===== src/core/drop_alarm_pkg.sv =====
// Constants, register map and reset values for the drop alarm status and leak-rate bank.
// Assumes a 50 MHz system clock and a 32-bit AXI4-Lite register bus.
package drop_alarm_pkg;

  // ---------------------------------------------------------------
  // Timing
  // ---------------------------------------------------------------
  localparam int unsigned CLK_PERIOD_NS   = 20;
  localparam int unsigned CLK_LOSS_NS     = 1000;
  // Longest time, so rounded down; still inside the 500 ns tolerance
  localparam int unsigned CLK_LOSS_CYC    = CLK_LOSS_NS / CLK_PERIOD_NS;
  localparam int unsigned FRAMES_PER_UNIT = 8;
  localparam int unsigned MF_GOOD_NEEDED  = 4;

  // ---------------------------------------------------------------
  // Register indices; byte address is four times the index
  // ---------------------------------------------------------------
  localparam logic [7:0] IDX_ALARM_LATCHED = 8'h28;
  localparam logic [7:0] IDX_ALARM_STATUS  = 8'h29;
  localparam logic [7:0] IDX_LEAK_PORT1    = 8'h49;
  localparam logic [7:0] IDX_LEAK_PORT2    = 8'h79;
  localparam logic [7:0] IDX_LEAK_PORT3    = 8'ha9;
  localparam logic [7:0] IDX_LEAK_PORT4    = 8'hd9;
  localparam logic [7:0] IDX_ALARM_CLEAR   = 8'he0;
  localparam logic [7:0] IDX_ALARM_ENABLE  = 8'he1;
  localparam logic [7:0] IDX_CONTROL       = 8'he2;

  // ---------------------------------------------------------------
  // Field positions
  // ---------------------------------------------------------------
  localparam int unsigned BIT_CLK_LOSS   = 7;
  localparam int unsigned BIT_WATCHDOG   = 6;
  localparam int unsigned BIT_PARITY     = 4;
  localparam int unsigned BIT_SRC_SELECT = 0;
  localparam int unsigned BIT_SINGLE_FMT = 1;

  // ---------------------------------------------------------------
  // Reset values and responses
  // ---------------------------------------------------------------
  localparam logic [2:0] MF_LOSS_RESET = 3'h6;
  localparam logic [7:0] LEAK_RESET    = 8'h00;
  localparam logic [1:0] RESP_OKAY     = 2'h0;
  localparam logic [1:0] RESP_SLVERR   = 2'h2;

endpackage


===== src/core/drop_alarm_status_leak_rate.sv =====
// Alarm status bank, latched alarms with interrupt, H4 multiframe checkers and four pointer leak-rate ports.
// Assumes all inputs are synchronous to clk_sys_in and an AXI4-Lite master on the register bus.
//
// Behaviour
// Processor clock is the reference clock halved and is watched for loss.
// Loss flag sets when the derived clock is stuck for about 1000 ns.
// Loss flag clears on the first transition of the derived clock.
// Watchdog flag sets when the processor misses its service deadline.
// Status bits 5 and 3 always read as zero.
// Parity flag sets on an instruction memory fetch parity mismatch.
// With source select 0, two bad multiframes in a row declare H4 loss.
// Expected H4 phase runs 00, 01, 10, 11, one step per frame.
// Counter stays free running in loss; one good multiframe realigns it.
// Channels two and three checkers are off for single-channel formats.
// Channels two and three loss flags come up set at reset.
// Software writes an 8-bit leak count per port, used as leak rate.
// One count unit is 8 frames between leaked pointer adjustments.
// Leak direction and amount come from positive and negative stuff counts.
// Register below status mirrors its bits as latched indications.
// Latched bits stay set until software writes one to clear them.
// Four independent leak-rate registers, one per port.
`timescale 1ns/100ps
`default_nettype none

module drop_alarm_status_leak_rate (
  // Clock and reset
  input  wire logic        clk_sys_in,
  input  wire logic        arst_n_in,
  // Processor side
  input  wire logic        desync_reference_clock_in,
  input  wire logic        watchdog_expiry_in,
  input  wire logic        instr_mem_parity_in,
  // Drop bus H4 per channel
  input  wire logic [2:0]  h4_frame_in,
  input  wire logic [5:0]  h4_value_in,
  // Desynchronizer per port, processor clock and interrupt
  input  wire logic        frame_tick_in,
  input  wire logic [3:0]  pos_stuff_in,
  input  wire logic [3:0]  neg_stuff_in,
  output logic      [3:0]  leak_pos_out,
  output logic      [3:0]  leak_neg_out,
  output logic             processor_clock_out,
  output logic             irq_out,
  // AXI4-Lite write
  input  wire logic [31:0] s_axi_awaddr,
  input  wire logic        s_axi_awvalid,
  output logic             s_axi_awready,
  input  wire logic [31:0] s_axi_wdata,
  input  wire logic [3:0]  s_axi_wstrb,
  input  wire logic        s_axi_wvalid,
  output logic             s_axi_wready,
  output logic [1:0]       s_axi_bresp,
  output logic             s_axi_bvalid,
  input  wire logic        s_axi_bready,
  // AXI4-Lite read
  input  wire logic [31:0] s_axi_araddr,
  input  wire logic        s_axi_arvalid,
  output logic             s_axi_arready,
  output logic [31:0]      s_axi_rdata,
  output logic [1:0]       s_axi_rresp,
  output logic             s_axi_rvalid,
  input  wire logic        s_axi_rready
);

  // ---------------------------------------------------------------
  // Reset release
  // ---------------------------------------------------------------
  logic rst_sync1_reg;
  logic rst_n_reg;

  always_ff @(posedge clk_sys_in or negedge arst_n_in) begin
    if (!arst_n_in) begin
      rst_sync1_reg <= 1'b0;
      rst_n_reg     <= 1'b0;
    end else begin
      rst_sync1_reg <= 1'b1;
      rst_n_reg     <= rst_sync1_reg;
    end
  end

  // ---------------------------------------------------------------
  // State
  // ---------------------------------------------------------------
  typedef struct packed {
    logic                  ref_q;
    logic                  div_clk;
    logic                  div_prev;
    logic [5:0]            stuck_cnt;
    logic                  clk_loss;
    logic                  wd_live;
    logic                  par_live;
    logic [2:0][1:0]       mf_cnt;
    logic [2:0]            mf_err;
    logic [2:0]            mf_miss;
    logic [2:0]            mf_loss;
    logic [2:0][1:0]       h4_prev;
    logic [2:0][2:0]       h4_good;
    logic [7:0]            stat_prev;
    logic [7:0]            latched;
    logic [7:0]            enable;
    logic [1:0]            ctrl;
    logic [3:0][7:0]       leak_rate;
    logic [3:0][10:0]      leak_frm;
    logic [3:0][7:0]       net;
    logic [3:0]            leak_pos;
    logic [3:0]            leak_neg;
    logic                  irq;
    logic                  aw_hold;
    logic [7:0]            aw_idx;
    logic                  w_hold;
    logic [7:0]            w_byte;
    logic                  w_lane0;
    logic                  awready;
    logic                  wready;
    logic                  bvalid;
    logic [1:0]            bresp;
    logic                  arready;
    logic                  rvalid;
    logic [31:0]           rdata;
    logic [1:0]            rresp;
  } state_t;

  state_t st_reg;
  state_t st_next;
  logic [7:0] status_w;
  logic [7:0] clear_w;

  localparam logic [5:0] LOSS_LIMIT = 6'(drop_alarm_pkg::CLK_LOSS_CYC);
  localparam logic [2:0] GOOD_LAST  = 3'(drop_alarm_pkg::MF_GOOD_NEEDED - 1);

  always_comb begin
    logic       wr_fire;
    logic [7:0] ridx;
    logic [1:0] v;
    logic       en;
    logic       mism;
    logic       err_acc;
    logic [2:0] good;
    logic       single_fmt;
    st_next    = st_reg;
    wr_fire    = 1'b0;
    ridx       = 8'h00;
    v          = 2'h0;
    en         = 1'b0;
    mism       = 1'b0;
    err_acc    = 1'b0;
    good       = 3'h0;
    single_fmt = st_reg.ctrl[drop_alarm_pkg::BIT_SINGLE_FMT];
    clear_w    = 8'h00;

    // -------------------------------------------------------------
    // Processor clock derivation and loss monitor
    // -------------------------------------------------------------
    st_next.ref_q    = desync_reference_clock_in;
    if (desync_reference_clock_in && !st_reg.ref_q) begin
      st_next.div_clk = ~st_reg.div_clk;
    end
    st_next.div_prev = st_reg.div_clk;
    if (st_reg.div_clk != st_reg.div_prev) begin
      st_next.stuck_cnt = 6'h00;
      st_next.clk_loss  = 1'b0;
    end else if (st_reg.stuck_cnt == LOSS_LIMIT - 6'h01) begin
      st_next.clk_loss  = 1'b1;
    end else begin
      st_next.stuck_cnt = st_reg.stuck_cnt + 6'h01;
    end
    st_next.wd_live  = watchdog_expiry_in;
    st_next.par_live = instr_mem_parity_in;

    // -------------------------------------------------------------
    // H4 multiframe checkers
    // -------------------------------------------------------------
    for (int c = 0; c < 3; c++) begin
      if (h4_frame_in[c]) begin
        v  = h4_value_in[2*c +: 2];
        en = !st_reg.ctrl[drop_alarm_pkg::BIT_SRC_SELECT] && !(c > 0 && single_fmt);
        st_next.mf_cnt[c] = st_reg.mf_cnt[c] + 2'h1;
        if (en) begin
          mism    = (v != st_reg.mf_cnt[c]);
          err_acc = st_reg.mf_err[c] | mism;
          if (st_reg.mf_cnt[c] == 2'h3) begin
            st_next.mf_err[c] = 1'b0;
            if (err_acc && st_reg.mf_miss[c]) begin
              st_next.mf_loss[c] = 1'b1;
            end
            st_next.mf_miss[c] = err_acc;
          end else begin
            st_next.mf_err[c] = err_acc;
          end
          good = (v == st_reg.h4_prev[c] + 2'h1) ? st_reg.h4_good[c] + 3'h1 : 3'h1;
          if (good > GOOD_LAST + 3'h1) begin
            good = GOOD_LAST + 3'h1;
          end
          st_next.h4_good[c] = good;
          st_next.h4_prev[c] = v;
          if (st_reg.mf_loss[c] && good > GOOD_LAST) begin
            st_next.mf_loss[c] = 1'b0;
            st_next.mf_cnt[c]  = v + 2'h1;
            st_next.mf_err[c]  = 1'b0;
            st_next.mf_miss[c] = 1'b0;
          end
        end
      end
    end

    // -------------------------------------------------------------
    // Leak-rate ports
    // -------------------------------------------------------------
    for (int p = 0; p < 4; p++) begin
      st_next.leak_pos[p] = 1'b0;
      st_next.leak_neg[p] = 1'b0;
      if (pos_stuff_in[p] && !neg_stuff_in[p] && st_reg.net[p] != 8'h7f) begin
        st_next.net[p] = st_reg.net[p] + 8'h01;
      end else if (neg_stuff_in[p] && !pos_stuff_in[p] && st_reg.net[p] != 8'h80) begin
        st_next.net[p] = st_reg.net[p] - 8'h01;
      end
      // Rate zero stops leaking altogether
      if (frame_tick_in && st_reg.leak_rate[p] != 8'h00) begin
        if (st_reg.leak_frm[p] <= 11'h001) begin
          st_next.leak_frm[p] = {st_reg.leak_rate[p], 3'h0};
          if (!st_next.net[p][7] && st_next.net[p] != 8'h00) begin
            st_next.leak_pos[p] = 1'b1;
            st_next.net[p]      = st_next.net[p] - 8'h01;
          end else if (st_next.net[p][7]) begin
            st_next.leak_neg[p] = 1'b1;
            st_next.net[p]      = st_next.net[p] + 8'h01;
          end
        end else begin
          st_next.leak_frm[p] = st_reg.leak_frm[p] - 11'h001;
        end
      end
    end

    // -------------------------------------------------------------
    // AXI4-Lite write
    // -------------------------------------------------------------
    if (s_axi_awvalid && st_reg.awready) begin
      st_next.aw_hold = 1'b1;
      st_next.aw_idx  = s_axi_awaddr[9:2];
    end
    if (s_axi_wvalid && st_reg.wready) begin
      st_next.w_hold  = 1'b1;
      st_next.w_byte  = s_axi_wdata[7:0];
      st_next.w_lane0 = s_axi_wstrb[0];
    end
    if (st_reg.bvalid && s_axi_bready) begin
      st_next.bvalid = 1'b0;
    end
    if (st_reg.aw_hold && st_reg.w_hold && !st_reg.bvalid) begin
      wr_fire         = 1'b1;
      st_next.aw_hold = 1'b0;
      st_next.w_hold  = 1'b0;
      st_next.bvalid  = 1'b1;
      st_next.bresp   = drop_alarm_pkg::RESP_OKAY;
    end
    if (wr_fire) begin
      if (st_reg.aw_idx == drop_alarm_pkg::IDX_LEAK_PORT1) begin
        if (st_reg.w_lane0) st_next.leak_rate[0] = st_reg.w_byte;
      end else if (st_reg.aw_idx == drop_alarm_pkg::IDX_LEAK_PORT2) begin
        if (st_reg.w_lane0) st_next.leak_rate[1] = st_reg.w_byte;
      end else if (st_reg.aw_idx == drop_alarm_pkg::IDX_LEAK_PORT3) begin
        if (st_reg.w_lane0) st_next.leak_rate[2] = st_reg.w_byte;
      end else if (st_reg.aw_idx == drop_alarm_pkg::IDX_LEAK_PORT4) begin
        if (st_reg.w_lane0) st_next.leak_rate[3] = st_reg.w_byte;
      end else if (st_reg.aw_idx == drop_alarm_pkg::IDX_ALARM_CLEAR) begin
        if (st_reg.w_lane0) clear_w = st_reg.w_byte;
      end else if (st_reg.aw_idx == drop_alarm_pkg::IDX_ALARM_ENABLE) begin
        if (st_reg.w_lane0) st_next.enable = st_reg.w_byte;
      end else if (st_reg.aw_idx == drop_alarm_pkg::IDX_CONTROL) begin
        if (st_reg.w_lane0) st_next.ctrl = st_reg.w_byte[1:0];
      end else if (st_reg.aw_idx != drop_alarm_pkg::IDX_ALARM_STATUS &&
                   st_reg.aw_idx != drop_alarm_pkg::IDX_ALARM_LATCHED) begin
        st_next.bresp = drop_alarm_pkg::RESP_SLVERR;
      end
    end
    // Address and data are each taken once, then held until the write is done
    st_next.awready = !st_next.aw_hold && !st_next.bvalid;
    st_next.wready  = !st_next.w_hold && !st_next.bvalid;

    // -------------------------------------------------------------
    // Latched alarms and interrupt; a new event wins over a clear
    // -------------------------------------------------------------
    st_next.stat_prev = status_w;
    st_next.latched   = (st_reg.latched & ~clear_w) | (status_w & ~st_reg.stat_prev);
    st_next.irq       = |(st_next.latched & st_next.enable);

    // -------------------------------------------------------------
    // AXI4-Lite read
    // -------------------------------------------------------------
    if (st_reg.rvalid && s_axi_rready) begin
      st_next.rvalid = 1'b0;
    end
    if (s_axi_arvalid && st_reg.arready) begin
      ridx          = s_axi_araddr[9:2];
      st_next.rvalid = 1'b1;
      st_next.rresp  = drop_alarm_pkg::RESP_OKAY;
      st_next.rdata  = 32'h0000_0000;
      if (ridx == drop_alarm_pkg::IDX_ALARM_STATUS) begin
        st_next.rdata[7:0] = status_w;
      end else if (ridx == drop_alarm_pkg::IDX_ALARM_LATCHED) begin
        st_next.rdata[7:0] = st_reg.latched;
      end else if (ridx == drop_alarm_pkg::IDX_LEAK_PORT1) begin
        st_next.rdata[7:0] = st_reg.leak_rate[0];
      end else if (ridx == drop_alarm_pkg::IDX_LEAK_PORT2) begin
        st_next.rdata[7:0] = st_reg.leak_rate[1];
      end else if (ridx == drop_alarm_pkg::IDX_LEAK_PORT3) begin
        st_next.rdata[7:0] = st_reg.leak_rate[2];
      end else if (ridx == drop_alarm_pkg::IDX_LEAK_PORT4) begin
        st_next.rdata[7:0] = st_reg.leak_rate[3];
      end else if (ridx == drop_alarm_pkg::IDX_ALARM_ENABLE) begin
        st_next.rdata[7:0] = st_reg.enable;
      end else if (ridx == drop_alarm_pkg::IDX_CONTROL) begin
        st_next.rdata[1:0] = st_reg.ctrl;
      end else if (ridx != drop_alarm_pkg::IDX_ALARM_CLEAR) begin
        st_next.rresp = drop_alarm_pkg::RESP_SLVERR;
      end
    end
    st_next.arready = !st_next.rvalid;
  end

  // Live status word; unused positions are tied low
  always_comb begin
    status_w = 8'h00;
    status_w[drop_alarm_pkg::BIT_CLK_LOSS] = st_reg.clk_loss;
    status_w[drop_alarm_pkg::BIT_WATCHDOG] = st_reg.wd_live;
    status_w[drop_alarm_pkg::BIT_PARITY]   = st_reg.par_live;
    status_w[2:0]                          = st_reg.mf_loss;
  end

  always_ff @(posedge clk_sys_in or negedge rst_n_reg) begin
    if (!rst_n_reg) begin
      st_reg           <= '0;
      st_reg.mf_loss   <= drop_alarm_pkg::MF_LOSS_RESET;
      st_reg.stat_prev <= {5'h00, drop_alarm_pkg::MF_LOSS_RESET};
      st_reg.latched   <= {5'h00, drop_alarm_pkg::MF_LOSS_RESET};
      st_reg.leak_rate <= {4{drop_alarm_pkg::LEAK_RESET}};
    end else begin
      st_reg <= st_next;
    end
  end

  // ---------------------------------------------------------------
  // Outputs
  // ---------------------------------------------------------------
  assign leak_pos_out        = st_reg.leak_pos;
  assign leak_neg_out        = st_reg.leak_neg;
  assign processor_clock_out = st_reg.div_clk;
  assign irq_out             = st_reg.irq;
  assign s_axi_awready       = st_reg.awready;
  assign s_axi_wready        = st_reg.wready;
  assign s_axi_bvalid        = st_reg.bvalid;
  assign s_axi_bresp         = st_reg.bresp;
  assign s_axi_arready       = st_reg.arready;
  assign s_axi_rvalid        = st_reg.rvalid;
  assign s_axi_rdata         = st_reg.rdata;
  assign s_axi_rresp         = st_reg.rresp;
endmodule

`default_nettype wire


===== config.mk =====
export PLATFORM = sky130hd
export DESIGN_NAME = drop_alarm_status_leak_rate
export DESIGN_NICKNAME = d
export VERILOG_FILES = /design/src/core/drop_alarm_pkg.sv /design/src/core/drop_alarm_status_leak_rate.sv
export SDC_FILE = /design/constraint.sdc
export NUM_CORES = 1
export LEC_CHECK = 0
export BUFFER_PORTS_ARGS = -buffer_cell sky130_fd_sc_hd__buf_2
export CORE_UTILIZATION = 45
export DETAILED_ROUTE_END_ITERATION = 8
export GPL_ROUTABILITY_DRIVEN = 0
export GPL_TIMING_DRIVEN = 0
export MAX_ROUTING_LAYER = met4
export SKIP_CTS_REPAIR_TIMING = 1
export SKIP_LAST_GASP = 1
export SLEW_MARGIN = 10
export SYNTH_ARGS = -nofsm -noshare
export SYNTH_HDL_FRONTEND = slang
export SYNTH_SLANG_ARGS = --single-unit

===== constraint.sdc =====
create_clock -name clk_sys_in -period 7.8 [get_ports clk_sys_in]
set_input_delay 2.34 -clock clk_sys_in [delete_from_list [all_inputs] [get_ports clk_sys_in]]
set_output_delay 2.34 -clock clk_sys_in [all_outputs]
set_load 0.05 [all_outputs]

==> results.sh <==
export IMPL_core_area_um2=29600
export IMPL_portBuffers=75
export IMPL_num_vias=11200
export IMPL_yosys_most_used_dff="dfrtp_1"
export IMPL_nFillCells=2766
export IMPL_worstSkewPairLatency_ns=0.54
export IMPL_swShare=0.407
export IMPL_vdd_ir_drop_max_mv=0.175
export IMPL_p_switching_uw=2080
export IMPL_synth_area_um2=13600
export IMPL_die_height_um=176
export IMPL_synth_edf_count=0
export IMPL_firstDrtPassIters=5
export IMPL_slew_viol_final=0
export IMPL_wl_per_cell_um=16.1
export IMPL_synth_top_area_cell="dfrtp_1"
export IMPL_start_util=0.458
export IMPL_tns_ns=0
export IMPL_ys_warnings_count=0
export IMPL_tightest_slew_ns=1.18
export IMPL_fin_ws_ns=3.06
export IMPL_hold_class="flip-flop to async pin"
export IMPL_rsz0062_at_grt="false"
export IMPL_cts_tree="yes"
export IMPL_hpwl_um=23200
export IMPL_clock_power_share=0.243
export IMPL_power_uw=5100
export IMPL_async_reset_ff_frac=1.00
export IMPL_place_inst=1933
export IMPL_die_area_um2=30900
export IMPL_ant_nets=0
export IMPL_drive_above_1_share=0.190
export IMPL_yosysUniqueCellTypes=98
export IMPL_hold_viol=0
export IMPL_cts_buffers=26
export IMPL_crit_fanout=10
export IMPL_area_growth_syn_to_layout_pct=14.5
export IMPL_seqPwrFrac=0.361
export IMPL_drv_cap=0
export IMPL_die_x_um=176
export IMPL_crit_path_start_kind="input port"
export IMPL_grt_pass1_wl_um=53600
export IMPL_ios=179
export IMPL_largest_reg_flops=186
export IMPL_cts_max_level=1
export IMPL_track_usage=0.214
export IMPL_yosys_register_bits=220
export IMPL_power_density_nw_per_um2=329
export IMPL_cellInternalPower_uw=3020
export IMPL_clk_pin_slew_ns=0.06
export IMPL_post_route_period_util=0.608
export IMPL_overflow=0
export IMPL_required_ns=8.22
export IMPL_cp_arrival_ns=5.17
export IMPL_grt_pass1_vias=10700
export IMPL_ys_top_cells_by_area="dfrtp_1 39%, mux2_2 5.1%, ha_1 3.7%, o21ai_0 3.1%, nand2_1 3.1%"
export IMPL_grt_start_max_net_pins=64
export IMPL_rows=63
export IMPL_synth_cells=1439
export IMPL_fin_skew_ns=0.0195
export IMPL_dp_slack_ns=2.54
export IMPL_combPwrFrac=0.396
export IMPL_crit_type="input port to flip-flop"
export IMPL_post_route_min_period_ns=4.74
export IMPL_critPathCaptureType="flip-flop"
export IMPL_first_iter_violations=696
export IMPL_fin_cells=1982
export IMPL_finalSetupViolCount=0
export IMPL_antenna_found_initial=0
export IMPL_ys_seq_area_frac=0.406
export IMPL_route_detailed_drc=0
export IMPL_postSynthAreaPerCell_um2=9.43
export IMPL_relSlewSlack=0.209
export IMPL_cts_path_max_buffers=3
export IMPL_viasPerCell=5.67
export IMPL_max_freq_ghz=0.211
export IMPL_status="completed"
export IMPL_num_nets_final=1739
export IMPL_p_leak_uw=0.00684
export IMPL_cts_root_buffer="clkbuf_16"
export IMPL_cts_sinks=220
export IMPL_synth_top_area_frac=0.395
export IMPL_drt_wl_total_um=31800
[cell usage after synthesis, types with 8 or more instances]
library cell    n
dfrtp_1       214
nand2_1       112
nor2_1         96
o21ai_0        85
inv_1          66
mux2_2         62
a21oi_1        56
buf_4          47
nand3_1        43
ha_1           40
nor3_1         36
clkbuf_1       32
nand4_1        25
xor2_1         25
or3_1          24
nand2b_1       22
nor4_1         22
xnor2_1        22
and2_1         21
a22oi_1        19
nor2b_1        17
o22ai_1        17
a211oi_1       15
or2_2          15
or4_1          15
a31oi_1        13
o31ai_1        13
buf_2          12
o211ai_1       12
a22o_1         11
o22a_1         11
mux2i_1        10
o21a_1         10
a21o_1          9
nand3b_1        9
o41ai_1         9
and3_1          8
and4_1          8
[routing by layer]
| metal | share of wire | global-route usage | vias to the layer above | wire length (um) |
|---|---|---|---|---|
| met1 | 0.47 | 0.293 | 5405 | 15000 |
| met2 | 0.46 | 0.337 | 275 | 14700 |
| li1 | - | - | 5531 | - |
| met5 | 0 | - | - | 0 |
| met4 | 0.014 | 0.0478 | 0 | 452 |
| met3 | 0.053 | 0.0292 | 34 | 1680 |
[area by class of cell]
class | count | area, um^2 | area share
diodes | 1 | 2.50 | 0.000161
plain buffers | 96 | 574 | 0.0370
clock buffers | 38 | 737 | 0.0474
clock inverters | 10 | 138 | 0.00886
inverters | 68 | 255 | 0.0164
multi-input cells | 1079 | 7340 | 0.472
flip-flops and latches | 220 | 5520 | 0.355
well taps | 390 | 488 | 0.0314
repair buffers | 80 | 485 | 0.0313
[metrics by stage]
stage                util  area [um^2]  hold WS [ns]
floorplan               -        13700         0.331
global placement    0.490        14500         0.336
detailed placement  0.494        14700         0.302
CTS                 0.524        15500         0.311
global route        0.524        15500         0.326
finish              0.524        15500         0.289
[cell usage in the layout (no fill, tap or decap), types with 11 or more instances in the layout]
cell type	count
inv_1	66
clkbuf_16	27
nand3_1	43
dfrtp_1	213
nor2b_1	17
or2_2	15
a22oi_1	19
o22a_1	11
a22o_1	11
nor3_1	36
nor4_1	19
or4_1	15
o31ai_1	13
clkbuf_1	41
buf_4	48
xor2_1	25
or3_1	24
nand2b_1	22
mux2_2	62
o211ai_1	12
conb_1	26
a31oi_1	13
a21oi_1	56
and2_1	21
buf_2	87
nand4_1	25
nor2_1	96
a211oi_1	15
nand2_1	112
o21ai_0	85
o22ai_1	17
ha_1	40
xnor2_1	22
[worst max-delay path, cell delays in order]
cell      delay (ns)
buf_2           0.12
nor2b_1         0.13
clkbuf_1        0.32
o21ai_0         0.26
a311oi_2        0.51
ha_1            0.29
a21boi_0        0.20
nor4b_4         0.54
o22ai_1         0.17
a31o_2          0.28
[final timing paths]
check	depth (start not counted)	slack, ns	to	from
setup / recovery	10	3.06	st_reg[83]$_DFF_PN0_	pos_stuff_in[1]
hold / removal	0	0.29	st_reg[72]$_DFF_PN0_	rst_n_reg$_DFF_PN0_
setup reg to reg	11	4.44	st_reg[83]$_DFF_PN0_	st_reg[77]$_DFF_PN0_
hold reg to reg	0	0.29	st_reg[72]$_DFF_PN0_	rst_n_reg$_DFF_PN0_
max in group asynchronous	4	6.00	st_reg[93]$_DFF_PN0_	rst_n_reg$_DFF_PN0_
min in group clk_sys_in	0	0.35	rst_n_reg$_DFF_PN0_	rst_sync1_reg$_DFF_PN0_
[power by group through the flow]
stage | clock (uW) | combinational, uW | sequential (uW)
after global placement | 0 | 1940 | 1870
final | 1240 | 2020 | 1840
after detailed placement | 0 | 2000 | 1860
after CTS | 1270 | 2010 | 1840
after global routing | 1320 | 2280 | 1900
after floorplan | 0 | 1560 | 1800
[cells by family (layout without fill, tap and decap cells)]
logic type / count (synthesis) / in the layout / share of synthesized area
compound gates: 369 / 369 / 0.190
xor+xnor: 47 / 47 / 0.0303
fa+ha+maj: 40 / 40 / 0.0369
buf+inv: 164 / 292 / 0.0611
flops: 220 / 220 / 0.406
mux: 72 / 72 / 0.0588
other cells: 2 / 27 / 0.000553
simple gates: 525 / 525 / 0.216
Note: power is estimated with default switching activity, not from simulation.
